--- src/negate_nop_pop_pkg.sv ---
// package: constants and carriers for the negate / idle / stack-discard decoder
package negate_nop_pop_pkg;
    localparam logic [6:0]  NEG_OP_HI      = 7'h36;    // 0110 110 then a
    localparam logic [15:0] IDLE_WORD      = 16'h0000;
    localparam logic [3:0]  IDLE_NIBBLE    = 4'hF;
    localparam logic [15:0] DISCARD_WORD   = 16'h0006;
    localparam logic [7:0]  ILO_LIMIT      = 8'h5F;
    localparam logic [7:0]  ACCESS_SPLIT   = 8'h60;    // low access half vs sfr half
    localparam logic [3:0]  SFR_BANK       = 4'hF;
    localparam logic [1:0]  Q_LAST         = 2'h3;
    localparam logic [7:0]  ZERO_BYTE      = 8'h00;
    localparam int          FLAG_C         = 0;
    localparam int          FLAG_DC        = 1;
    localparam int          FLAG_Z         = 2;
    localparam int          FLAG_OV        = 3;
    localparam int          FLAG_N         = 4;

    typedef enum logic [1:0] {EX_IDLE, EX_NEG, EX_DISCARD} exec_e;

    typedef struct packed {
        logic        rd_en;
        logic        wr_en;
        logic [13:0] addr;
        logic [7:0]  wdata;
    } mem_req_s;

    typedef struct packed {
        logic       flag_we;
        logic [4:0] flags;
        logic       stack_pop;
        logic       done;
    } core_upd_s;
endpackage : negate_nop_pop_pkg

--- src/negate_nop_pop_decode.sv ---
// module: decodes and executes negate, idle and stack-discard instruction words
module negate_nop_pop_decode
    import negate_nop_pop_pkg::*;
(
    input  wire logic        sys_clk,
    input  wire logic        srst,
    input  wire logic        insn_valid,
    input  wire logic [15:0] insn_word,
    input  wire logic [5:0]  bank_select_register,
    input  wire logic [13:0] index_base,
    input  wire logic        ext_set_en,
    input  wire logic [7:0]  mem_rdata,
    output mem_req_s         mem,
    output core_upd_s        upd,
    output logic [1:0]       q_phase
);
    ////////////////////////////////////////////////////////////////////////
    typedef struct packed {
        logic [1:0]  q;
        exec_e       op;
        logic        busy;
        logic [15:0] word;
        logic [13:0] addr;
        mem_req_s    mem;
        core_upd_s   upd;
    } state_s;

    state_s st_r, st_nxt;
    logic [7:0] neg_res;
    logic [4:0] neg_flags;
    logic [4:0] lo_sum;
    logic       is_neg, is_idle, is_disc;
    logic [13:0] ea;

    assign is_neg  = insn_word[15:9] == NEG_OP_HI;
    assign is_disc = insn_word == DISCARD_WORD;
    assign is_idle = insn_word == IDLE_WORD || insn_word[15:12] == IDLE_NIBBLE;

    ////////////////////////////////////////////////////////////////////////
    // effective address of the file operand
    // indexed base + offset wraps at 14 bits; software keeps the sum in range
    always_comb begin
        if (!insn_word[8]) begin
            if (ext_set_en && insn_word[7:0] <= ILO_LIMIT)
                ea = index_base + {6'h00, insn_word[7:0]};
            else if (insn_word[7:0] < ACCESS_SPLIT)
                ea = {6'h00, insn_word[7:0]};
            else
                ea = {2'h0, SFR_BANK, 8'hFF} - {6'h00, 8'hFF - insn_word[7:0]};
        end else begin
            ea = {bank_select_register, insn_word[7:0]};
        end
    end

    // two's complement: ~f + 1, flags from that add
    // mem_rdata must be settled while q_phase is 2: the result comes straight off it
    assign neg_res = ZERO_BYTE - mem_rdata;
    assign lo_sum  = {1'b0, ~mem_rdata[3:0]} + 5'h01;
    always_comb begin
        neg_flags         = '0;
        neg_flags[FLAG_C]  = mem_rdata == ZERO_BYTE;
        neg_flags[FLAG_DC] = lo_sum[4];
        neg_flags[FLAG_Z]  = neg_res == ZERO_BYTE;
        neg_flags[FLAG_OV] = mem_rdata == 8'h80;
        neg_flags[FLAG_N]  = neg_res[7];
    end

    ////////////////////////////////////////////////////////////////////////
    // quarter phases run free; a word is taken at q0 (q==0)
    // schedule per instruction cycle, one quarter per clock:
    //   q0 edge: latch word, op and address; raise the read strobe for negate
    //   q1 edge: discard raises the pop strobe
    //   q2 edge: negate result and flags go out with the write strobe
    //   q3 edge: done for whatever word was taken
    always_comb begin
        st_nxt     = st_r;
        st_nxt.q   = st_r.q + 2'h1;
        st_nxt.mem = '0;
        st_nxt.upd = '0;
        unique case (st_r.q)
            2'h0: begin
                st_nxt.busy = insn_valid;
                st_nxt.word = insn_word;
                st_nxt.addr = ea;
                if (is_neg)
                    st_nxt.op = EX_NEG;
                else if (is_disc)
                    st_nxt.op = EX_DISCARD;
                else
                    st_nxt.op = EX_IDLE;
                if (insn_valid && is_neg) begin
                    st_nxt.mem.rd_en = 1'b1;
                    st_nxt.mem.addr  = ea;
                end
            end
            2'h1: begin
                // discard pop seen in q2: flags untouched, one cycle
                if (st_r.busy && st_r.op == EX_DISCARD)
                    st_nxt.upd.stack_pop = 1'b1;
            end
            2'h2: begin
                if (st_r.busy && st_r.op == EX_NEG) begin
                    st_nxt.mem.wr_en   = 1'b1;
                    st_nxt.mem.addr    = st_r.addr;
                    st_nxt.mem.wdata   = neg_res;
                    st_nxt.upd.flag_we = 1'b1;
                    st_nxt.upd.flags   = neg_flags;
                end
            end
            2'h3: begin
                st_nxt.upd.done = st_r.busy;
                st_nxt.busy     = 1'b0;
            end
        endcase
        if (is_idle && st_r.q == 2'h0)
            st_nxt.busy = insn_valid;
    end

    always_ff @(posedge sys_clk) begin
        if (srst)
            st_r <= '0;
        else
            st_r <= st_nxt;
    end

    assign mem     = st_r.mem;
    assign upd     = st_r.upd;
    assign q_phase = st_r.q;

    ////////////////////////////////////////////////////////////////////////
    // negate: read strobe seen in q1, write and flags seen in q3
    a_neg_write_value: assert property (@(posedge sys_clk) disable iff (srst)
        (st_r.q == 2'h2 && st_r.busy && st_r.op == EX_NEG) |=>
            mem.wr_en && mem.wdata == ~$past(mem_rdata) + 8'h01
            && upd.flag_we)
        else $error("negate write missing or wrong");
    a_neg_read_first: assert property (@(posedge sys_clk) disable iff (srst)
        mem.wr_en |-> $past(mem.rd_en, 2) && mem.addr == $past(mem.addr, 2))
        else $error("negate write without matching read");

    // operand addressing, checked one cycle after the word is taken
    a_access_bank: assert property (@(posedge sys_clk) disable iff (srst)
        (q_phase == 2'h0 && insn_valid && is_neg && !insn_word[8] && !ext_set_en && insn_word[7:0] < 8'h60)
            |=> mem.addr == {6'h00, $past(insn_word[7:0])})
        else $error("access bank address wrong");
    a_bank_select: assert property (@(posedge sys_clk) disable iff (srst)
        (q_phase == 2'h0 && insn_valid && is_neg && insn_word[8])
            |=> mem.addr == {$past(bank_select_register), $past(insn_word[7:0])})
        else $error("banked address wrong");
    a_indexed_mode: assert property (@(posedge sys_clk) disable iff (srst)
        (q_phase == 2'h0 && insn_valid && is_neg && !insn_word[8] && ext_set_en && insn_word[7:0] <= 8'h5F)
            |=> mem.addr == $past(index_base) + {6'h00, $past(insn_word[7:0])})
        else $error("indexed literal offset address wrong");

    // stack discard: one pop, seen in the third quarter, nothing else
    a_discard_once: assert property (@(posedge sys_clk) disable iff (srst)
        (q_phase == 2'h0 && insn_valid && is_disc) |=> ##1 upd.stack_pop ##1 !upd.stack_pop && !upd.flag_we)
        else $error("stack discard not single pulse");
    a_pop_no_flags: assert property (@(posedge sys_clk) disable iff (srst)
        upd.stack_pop |-> !upd.flag_we && !mem.wr_en && q_phase == 2'h2)
        else $error("discard disturbed other state");

    // idle words: no strobe, done only when a word was really offered
    a_idle_quiet: assert property (@(posedge sys_clk) disable iff (srst)
        (q_phase == 2'h0 && is_idle) |=> (!mem.rd_en && !upd.stack_pop)[*3] ##1 upd.done == $past(insn_valid, 4))
        else $error("idle word changed state");

    ////////////////////////////////////////////////////////////////////////
    // every event owns one quarter; read and write of the same byte never
    // share a cycle, which is what keeps the read-modify-write hazard free
    a_quarter_step: assert property (@(posedge sys_clk) disable iff (srst)
        1'b1 |=> q_phase == $past(q_phase) + 2'h1)
        else $error("quarter counter did not advance");
    a_read_slot: assert property (@(posedge sys_clk) disable iff (srst)
        mem.rd_en |-> q_phase == 2'h1 && !mem.wr_en)
        else $error("operand read outside second quarter");
    a_write_slot: assert property (@(posedge sys_clk) disable iff (srst)
        mem.wr_en |-> q_phase == 2'h3 && upd.flag_we)
        else $error("operand write outside last quarter");
    a_done_slot: assert property (@(posedge sys_clk) disable iff (srst)
        upd.done |-> q_phase == 2'h0 && !mem.wr_en && !upd.stack_pop)
        else $error("done pulse out of place");

    // flags judged from the operand alone, not from the adder
    a_neg_flag_value: assert property (@(posedge sys_clk) disable iff (srst)
        (q_phase == 2'h2 && st_r.busy && st_r.op == EX_NEG) |=>
            upd.flags[FLAG_C] == ($past(mem_rdata) == 8'h00)
            && upd.flags[FLAG_DC] == (($past(mem_rdata) & 8'h0F) == 8'h00)
            && upd.flags[FLAG_Z] == ($past(mem_rdata) == 8'h00)
            && upd.flags[FLAG_OV] == ($past(mem_rdata) == 8'h80)
            && upd.flags[FLAG_N] == ($past(mem_rdata) != 8'h00 && $past(mem_rdata) <= 8'h80))
        else $error("negate flags wrong");
    a_flags_only_neg: assert property (@(posedge sys_clk) disable iff (srst)
        upd.flag_we |-> $past(insn_valid, 3) && $past(is_neg, 3))
        else $error("flag write without negate word");

    // upper access half lands in bank 15 (SFR_BANK)
    a_access_upper: assert property (@(posedge sys_clk) disable iff (srst)
        (q_phase == 2'h0 && insn_valid && is_neg && !insn_word[8] && insn_word[7:0] >= 8'h60)
            |=> mem.addr == {6'h0F, $past(insn_word[7:0])})
        else $error("upper access half address wrong");

    a_discard_no_mem: assert property (@(posedge sys_clk) disable iff (srst)
        (q_phase == 2'h0 && insn_valid && is_disc)
            |=> (!mem.rd_en && !mem.wr_en && !upd.flag_we)[*4])
        else $error("stack discard touched memory or flags");
    a_pop_from_discard: assert property (@(posedge sys_clk) disable iff (srst)
        upd.stack_pop |-> $past(insn_valid, 2) && $past(is_disc, 2))
        else $error("stack pop without discard word");

    // idle, unknown and absent words must leave no trace
    a_idle_no_write: assert property (@(posedge sys_clk) disable iff (srst)
        (q_phase == 2'h0 && is_idle)
            |=> (!mem.wr_en && !upd.flag_we)[*3])
        else $error("idle word wrote memory or flags");
    a_unknown_quiet: assert property (@(posedge sys_clk) disable iff (srst)
        (q_phase == 2'h0 && insn_valid && !is_neg && !is_disc)
            |=> (!mem.rd_en && !mem.wr_en && !upd.stack_pop && !upd.flag_we)[*3] ##1 upd.done)
        else $error("non-executing word disturbed state");
    a_no_word_quiet: assert property (@(posedge sys_clk) disable iff (srst)
        (q_phase == 2'h0 && !insn_valid)
            |=> (!mem.rd_en && !mem.wr_en && !upd.stack_pop && !upd.flag_we)[*3] ##1 !upd.done)
        else $error("absent word produced activity");
endmodule : negate_nop_pop_decode

--- config.mk ---
export PLATFORM = sky130hd
export DESIGN_NAME = negate_nop_pop_decode
export DESIGN_NICKNAME = d
export VERILOG_FILES = /design/src/negate_nop_pop_pkg.sv /design/src/negate_nop_pop_decode.sv
export SDC_FILE = /design/constraint.sdc
export NUM_CORES = 1
export LEC_CHECK = 0
export BUFFER_PORTS_ARGS = -buffer_cell sky130_fd_sc_hd__buf_2
export CAP_MARGIN = 40
export CORE_MARGIN = 3
export CORE_UTILIZATION = 53
export DETAILED_ROUTE_END_ITERATION = 10
export PLACE_DENSITY = 0.87
export SETUP_SLACK_MARGIN = 0.4
export SLEW_MARGIN = 20
export SYNTH_ARGS = -nofsm -noshare
export SYNTH_HDL_FRONTEND = slang
export SYNTH_SLANG_ARGS = --single-unit
--- constraint.sdc ---
create_clock -name sys_clk -period 2.82 [get_ports sys_clk]
set_input_delay 0.846 -clock sys_clk [delete_from_list [all_inputs] [get_ports sys_clk]]
set_output_delay 0.846 -clock sys_clk [all_outputs]
set_load 0.05 [all_outputs]
Yosys cells after proc, flatten, opt, wreduce, memory -nomap -nowiden
Index checks and enable logic that the tools add are counted.
- add/sub/neg operators: 6
- equality and inequality tests: 9
- multiplexer cells: 12
- magnitude comparators: 2
- bitwise logic cells: 6
- reduce and logical (&&, ||, !) cells: 16
- operator list (cell ; number):
    $mux W14 ; 4
    $mux W29 ; 1
    $pmux W14 S2 ; 1
    $eq A16 B3 Y1 const B ; 1
    $logic_not A16 Y1 ; 1
    $logic_not A8 Y1 ; 2
    $add A14 B8 Y14 ; 1
    $sub A12 B8 Y13 const A ; 1
    $eq A8 B8 Y1 const B ; 1
    $le A8 B7 Y1 const B ; 1
    $lt A8 B7 Y1 const B ; 1
    $reduce_or A2 Y1 ; 4
    $sub A1 B8 Y8 const A ; 1
    $sub A8 B8 Y8 const A ; 1
    $eq A7 B6 Y1 const B ; 1
    $eq A2 B2 Y1 const B ; 3
    $add A4 B1 Y5 const B ; 1
    $logic_and A1 B1 Y1 ; 5
    $not A1 Y1 ; 5
    $eq A2 B1 Y1 const B ; 2
    $eq A4 B4 Y1 const B ; 1
    $mux W2 ; 2
    $not A4 Y4 ; 1
    $mux W1 ; 3
    6 further kinds ; 6
- word-level logic and storage cells: 63
- register bits: 51
- bits of input ports: 48
- output and inout bits: 34

Longest topological paths before layout
- depth in word-level cells: 7
- depth in mapped cells: 9
- gate-level depth less buffers: 8

Least setup slack after synthesis
Ideal clock, no wire load.
- kind: input to register
- from: input port insn_word[0]
- to: register st_r[44] (netlist name)
- library setup time: 0.071 ns
- arrival time: 2.548 ns
- stages: 8
- buffers on the path: 0
- required time: 2.749 ns
- path slack: 0.201 ns
- cells stage by stage: ha_1 inv_1 fa_1 nor2b_1 o2111ai_1 a2111oi_0 o311ai_1 a21oi_1
- longest elaborated chain between the ends: 5
- elaborated cells between the ends (all ways): 9
- classes of those cells: 3 x add/sub; 2 x order compare; 3 x mux; 1 x reduce/logical
- RTL lines (item ; line ; text):
    start, declared ; negate_nop_pop_decode.sv:8 ; input wire logic [15:0] insn_word,
    $sub A8 B8 Y8 ; negate_nop_pop_decode.sv:49 ; ea = {2'h0, SFR_BANK, 8'hFF} - {6'h00, 8'hFF - insn_word[7:0]};
    $sub A12 B8 Y13 ; negate_nop_pop_decode.sv:49 ;
    $mux W14 ; negate_nop_pop_decode.sv:46 ; else if (insn_word[7:0] < ACCESS_SPLIT)
    $mux W14 (*) ; negate_nop_pop_decode.sv:44 ; if (ext_set_en && insn_word[7:0] <= ILO_LIMIT)
    $mux W14 (*) ; negate_nop_pop_decode.sv:43 ; if (!insn_word[8]) begin
    end signal, assigned ; negate_nop_pop_decode.sv:123 ; st_r <= st_nxt;
    end, declared ; negate_nop_pop_decode.sv:28 ; state_s st_r, st_nxt;
Every way passes the cells marked *; elsewhere a longest branch is shown, timed or not.
A chain may end at the register's enable or synchronous reset.

Worst setup path in the final report
- from: input port insn_word[2]
- to: register st_r[45] (netlist name)
The elaborated chain is that of the path after synthesis.

==> results.json <==
{
  "yosysSeqAreaShare": 0.3308,
  "drt_iter0_drc": 196,
  "grt_max_degree": 27,
  "drv_cap": 0,
  "antenna_left": 0,
  "cts_buffer_depth": 2,
  "post-route-min-period_ns": 2.409,
  "path_max_fanout": 6,
  "cp-start-kind": "primary input",
  "fin_crit_sh": 0.8543,
  "hold_path_startpoint": "st_r[42]$_SDFFE_PP0P_",
  "clock_skew_ns": 0.007288,
  "drcViolationCount": 0,
  "firstDrtPassIters": 7,
  "critPathCaptureType": "register",
  "hold_violations": 0,
  "clk_pin_slew_worst_paths_ns": 0.08,
  "synth-warning-count": 0,
  "hold_path_end": "st_r[42]$_SDFFE_PP0P_",
  "port_buffers": 81,
  "slew_headroom": 0.6412,
  "insertion_delay_ns": 0.30,
  "cellLeakagePower_nw": 1.498,
  "dieHeight_um": 80.80,
  "critical_path.max_stage_delay_ns": 0.39,
  "antenna_found_initial": 0,
  "top_level_ports": 82,
  "power.density_nw_per_um2": 433.6,
  "async_flop_share": 0,
  "yosysUniqueCellTypes": 63,
  "tightest_slew_ns": 0.5326,
  "timing.final.max_slew_violations": 0,
  "tns_ns": 0,
  "area_delta_synth_final_pct": 13.50,
  "r2r_slack_ns": 0.78,
  "htree_levels": 2,
  "initial_utilization": 0.5627,
  "grt_usage": 0.2301,
  "crit_start": "insn_word[2]",
  "reg2reg_from": "q_phase[0]$_SDFF_PP0_",
  "cpMaxStageDelayCell": "o41a_1",
  "synth_ff_type": "dfxtp_1",
  "cts_hold_buffers": 0,
  "gr-total-overflow": 0,
  "dieArea_um2": 6529,
  "routed_wl_um": 7362,
  "clock_sinks": 49,
  "place_congestion": 0.9483,
  "critPathKind": "primary input to register",
  "n_fill_cell": 462,
  "cts_buffers": 5,
  "dieWidth_um": 80.80,
  "diodes": 0,
  "synth_edf_count": 0,
  "syn_avg_cell_area_um2": 8.448,
  "postSynthNetCount": 413,
  "worstPathRequired_ns": 3.03,
  "vias": 2701,
  "clock-root-buffer": "clkbuf_8",
  "row_count": 26,
  "grt_setup_unrepaired": "false",
  "wl_per_cell_um": 15.73,
  "hold_slack_ns": 0.4512,
  "tritoncts": "yes",
  "synth_area_um2": 2965,
  "syn_inst": 351,
  "synth-seq-cells": 49,
  "min_path_type": "register to register",
  "first_global_vias": 2543,
  "hpwl_um": 5725,
  "finalSetupViolations": 0,
  "rr_endpoint": "st_r[40]$_SDFFE_PP0P_",
  "vias_per_cell": 5.771,
  "critical_path.cell_chain": "buf_2, ha_2, o211a_1, a211oi_2, a211o_4, o41a_1, a311oi_2",
  "r2r.worst_path.cells": 8,
  "min_path_cells": 2,
  "vdd_drop_max_v": 0.0002750,
  "arrival_ns": 2.62,
  "status": "complete, no violations",
  "grt_pass1_wl_um": 11830,
  "fmax_ghz": 0.4151,
  "fin_nets": 459,
  "core_um2": 5270,
  "drive_gt1_frac": 0.2965
}
[cell type report]
type | count | area, µm² | area share
inverter | 16 | 60.06 | 0.01784
sequential | 49 | 980.9 | 0.2914
clock inverter | 2 | 10.01 | 0.002974
tap | 70 | 87.58 | 0.02602
timing repair buffer | 88 | 457.9 | 0.1361
multi-input combinational | 237 | 1697 | 0.5041
clock buffer | 6 | 72.57 | 0.02156
[cell usage after synthesis (all sizes together), types with 7 or more instances]
| master | n | share of area |
|---|---|---|
| dfxtp | 49 | 0.33 |
| nand3 | 11 | 0.019 |
| clkbuf | 12 | 0.022 |
| nor2 | 33 | 0.044 |
| nor3 | 10 | 0.017 |
| a211oi | 9 | 0.024 |
| nand4 | 7 | 0.015 |
| a21oi | 16 | 0.027 |
| mux2i | 9 | 0.030 |
| ha | 13 | 0.055 |
| nand2 | 22 | 0.028 |
| o21ai | 19 | 0.032 |
| buf | 37 | 0.093 |
| inv | 16 | 0.020 |
[through the flow]
step           total power [mW]  worst slack, ns  cell area, µm²    util  cells
5_1_grt                   1.539           0.3365            3366  0.6387    468
3_5_place_dp              1.062          0.07539            3211  0.6092    460
2_1_floorplan            0.9688           0.3943            3008       -    351
6_report                  1.459           0.4107            3366  0.6387    468
3_3_place_gp              1.052           0.1734            3211  0.6092    460
4_1_cts                   1.444           0.4074            3296  0.6254    468
[routing by layer]
layer | vias up | global-route usage | wire [µm]
li1 | 1331 | - | -
met1 | 1224 | 0.3063 | 3085
met2 | 135 | 0.3727 | 3471
met3 | 11 | 0.04213 | 675
met4 | 0 | 0.08277 | 130
met5 | - | 0 | 0
[worst max-delay path, delay by kind of cell]
| kind | cells | cell delay (ns) |
|---|---|---|
| adder cells (fa/ha/maj) | 1 | 0.37 |
| buffers and inverters | 1 | 0.13 |
| AO/OA/AOI/OAI | 5 | 1.28 |
[state kept, by name, indices dropped and copies added (netlist names)]
signal,cells
mem,24
q_phase,2
upd,6
st_r,17
[logic make-up (layout without fill, tap and decap cells)]
kind of cell | count (synthesis) | after routing | synth area share
adders and majority gates | 14 | 14 | 0.06160
buffers and inverters | 65 | 112 | 0.1359
and+or+nand+nor | 121 | 121 | 0.2122
AOI/OAI and AO/OA | 85 | 85 | 0.2055
muxes | 9 | 9 | 0.03038
xor gates and xnor gates | 8 | 8 | 0.02363
DFF | 49 | 49 | 0.3308
[how the worst max path moves through the flow]
stage | end | cells past startpoint
floorplan | mem[14]$_SDFF_PP0_ | 8
global placement | st_r[40]$_SDFFE_PP0P_ | 9
detailed placement | st_r[40]$_SDFFE_PP0P_ | 9
CTS | st_r[40]$_SDFFE_PP0P_ | 9
global route | st_r[44]$_SDFFE_PP0P_ | 9
finish | st_r[45]$_SDFFE_PP0P_ | 7
[where the power goes]
group / switching (mW) / internal (mW)
logic: 0.201 / 0.136
clock network: 0.217 / 0.172
registers: 0.0151 / 0.718
total: 0.433 / 1.03
[placed cells by master (no fill, tap or decap), drive strengths merged, types with 2 or more instances in the layout]
cell type / instances
a211o: 3
a211oi: 9
a21o: 5
a21oi: 16
a22o: 2
a22oi: 2
a311oi: 4
a31oi: 3
a32o: 4
and2: 6
and3: 5
and4: 3
buf: 88
clkbuf: 6
clkinv: 2
dfxtp: 49
ha: 13
inv: 16
mux2i: 9
nand2: 22
nand3: 11
nand3b: 2
nand4: 7
nor2: 33
nor2b: 5
nor3: 10
nor4: 6
nor4b: 2
o2111ai: 3
o211ai: 4
o21ai: 19
o31ai: 3
or3: 3
xnor2: 5
xor2: 3
[timing repair]
| action | CTS | global route |
|---|---|---|
| endpoints found under the hold margin | 0 | 0 |
| setup endpoints to repair | 2 | 11 |
| buffers inserted | 0 | 0 |
| gates resized for setup | 1 | 11 |
| pin swaps | 1 | 3 |
Power figures use the tool's default switching activity.
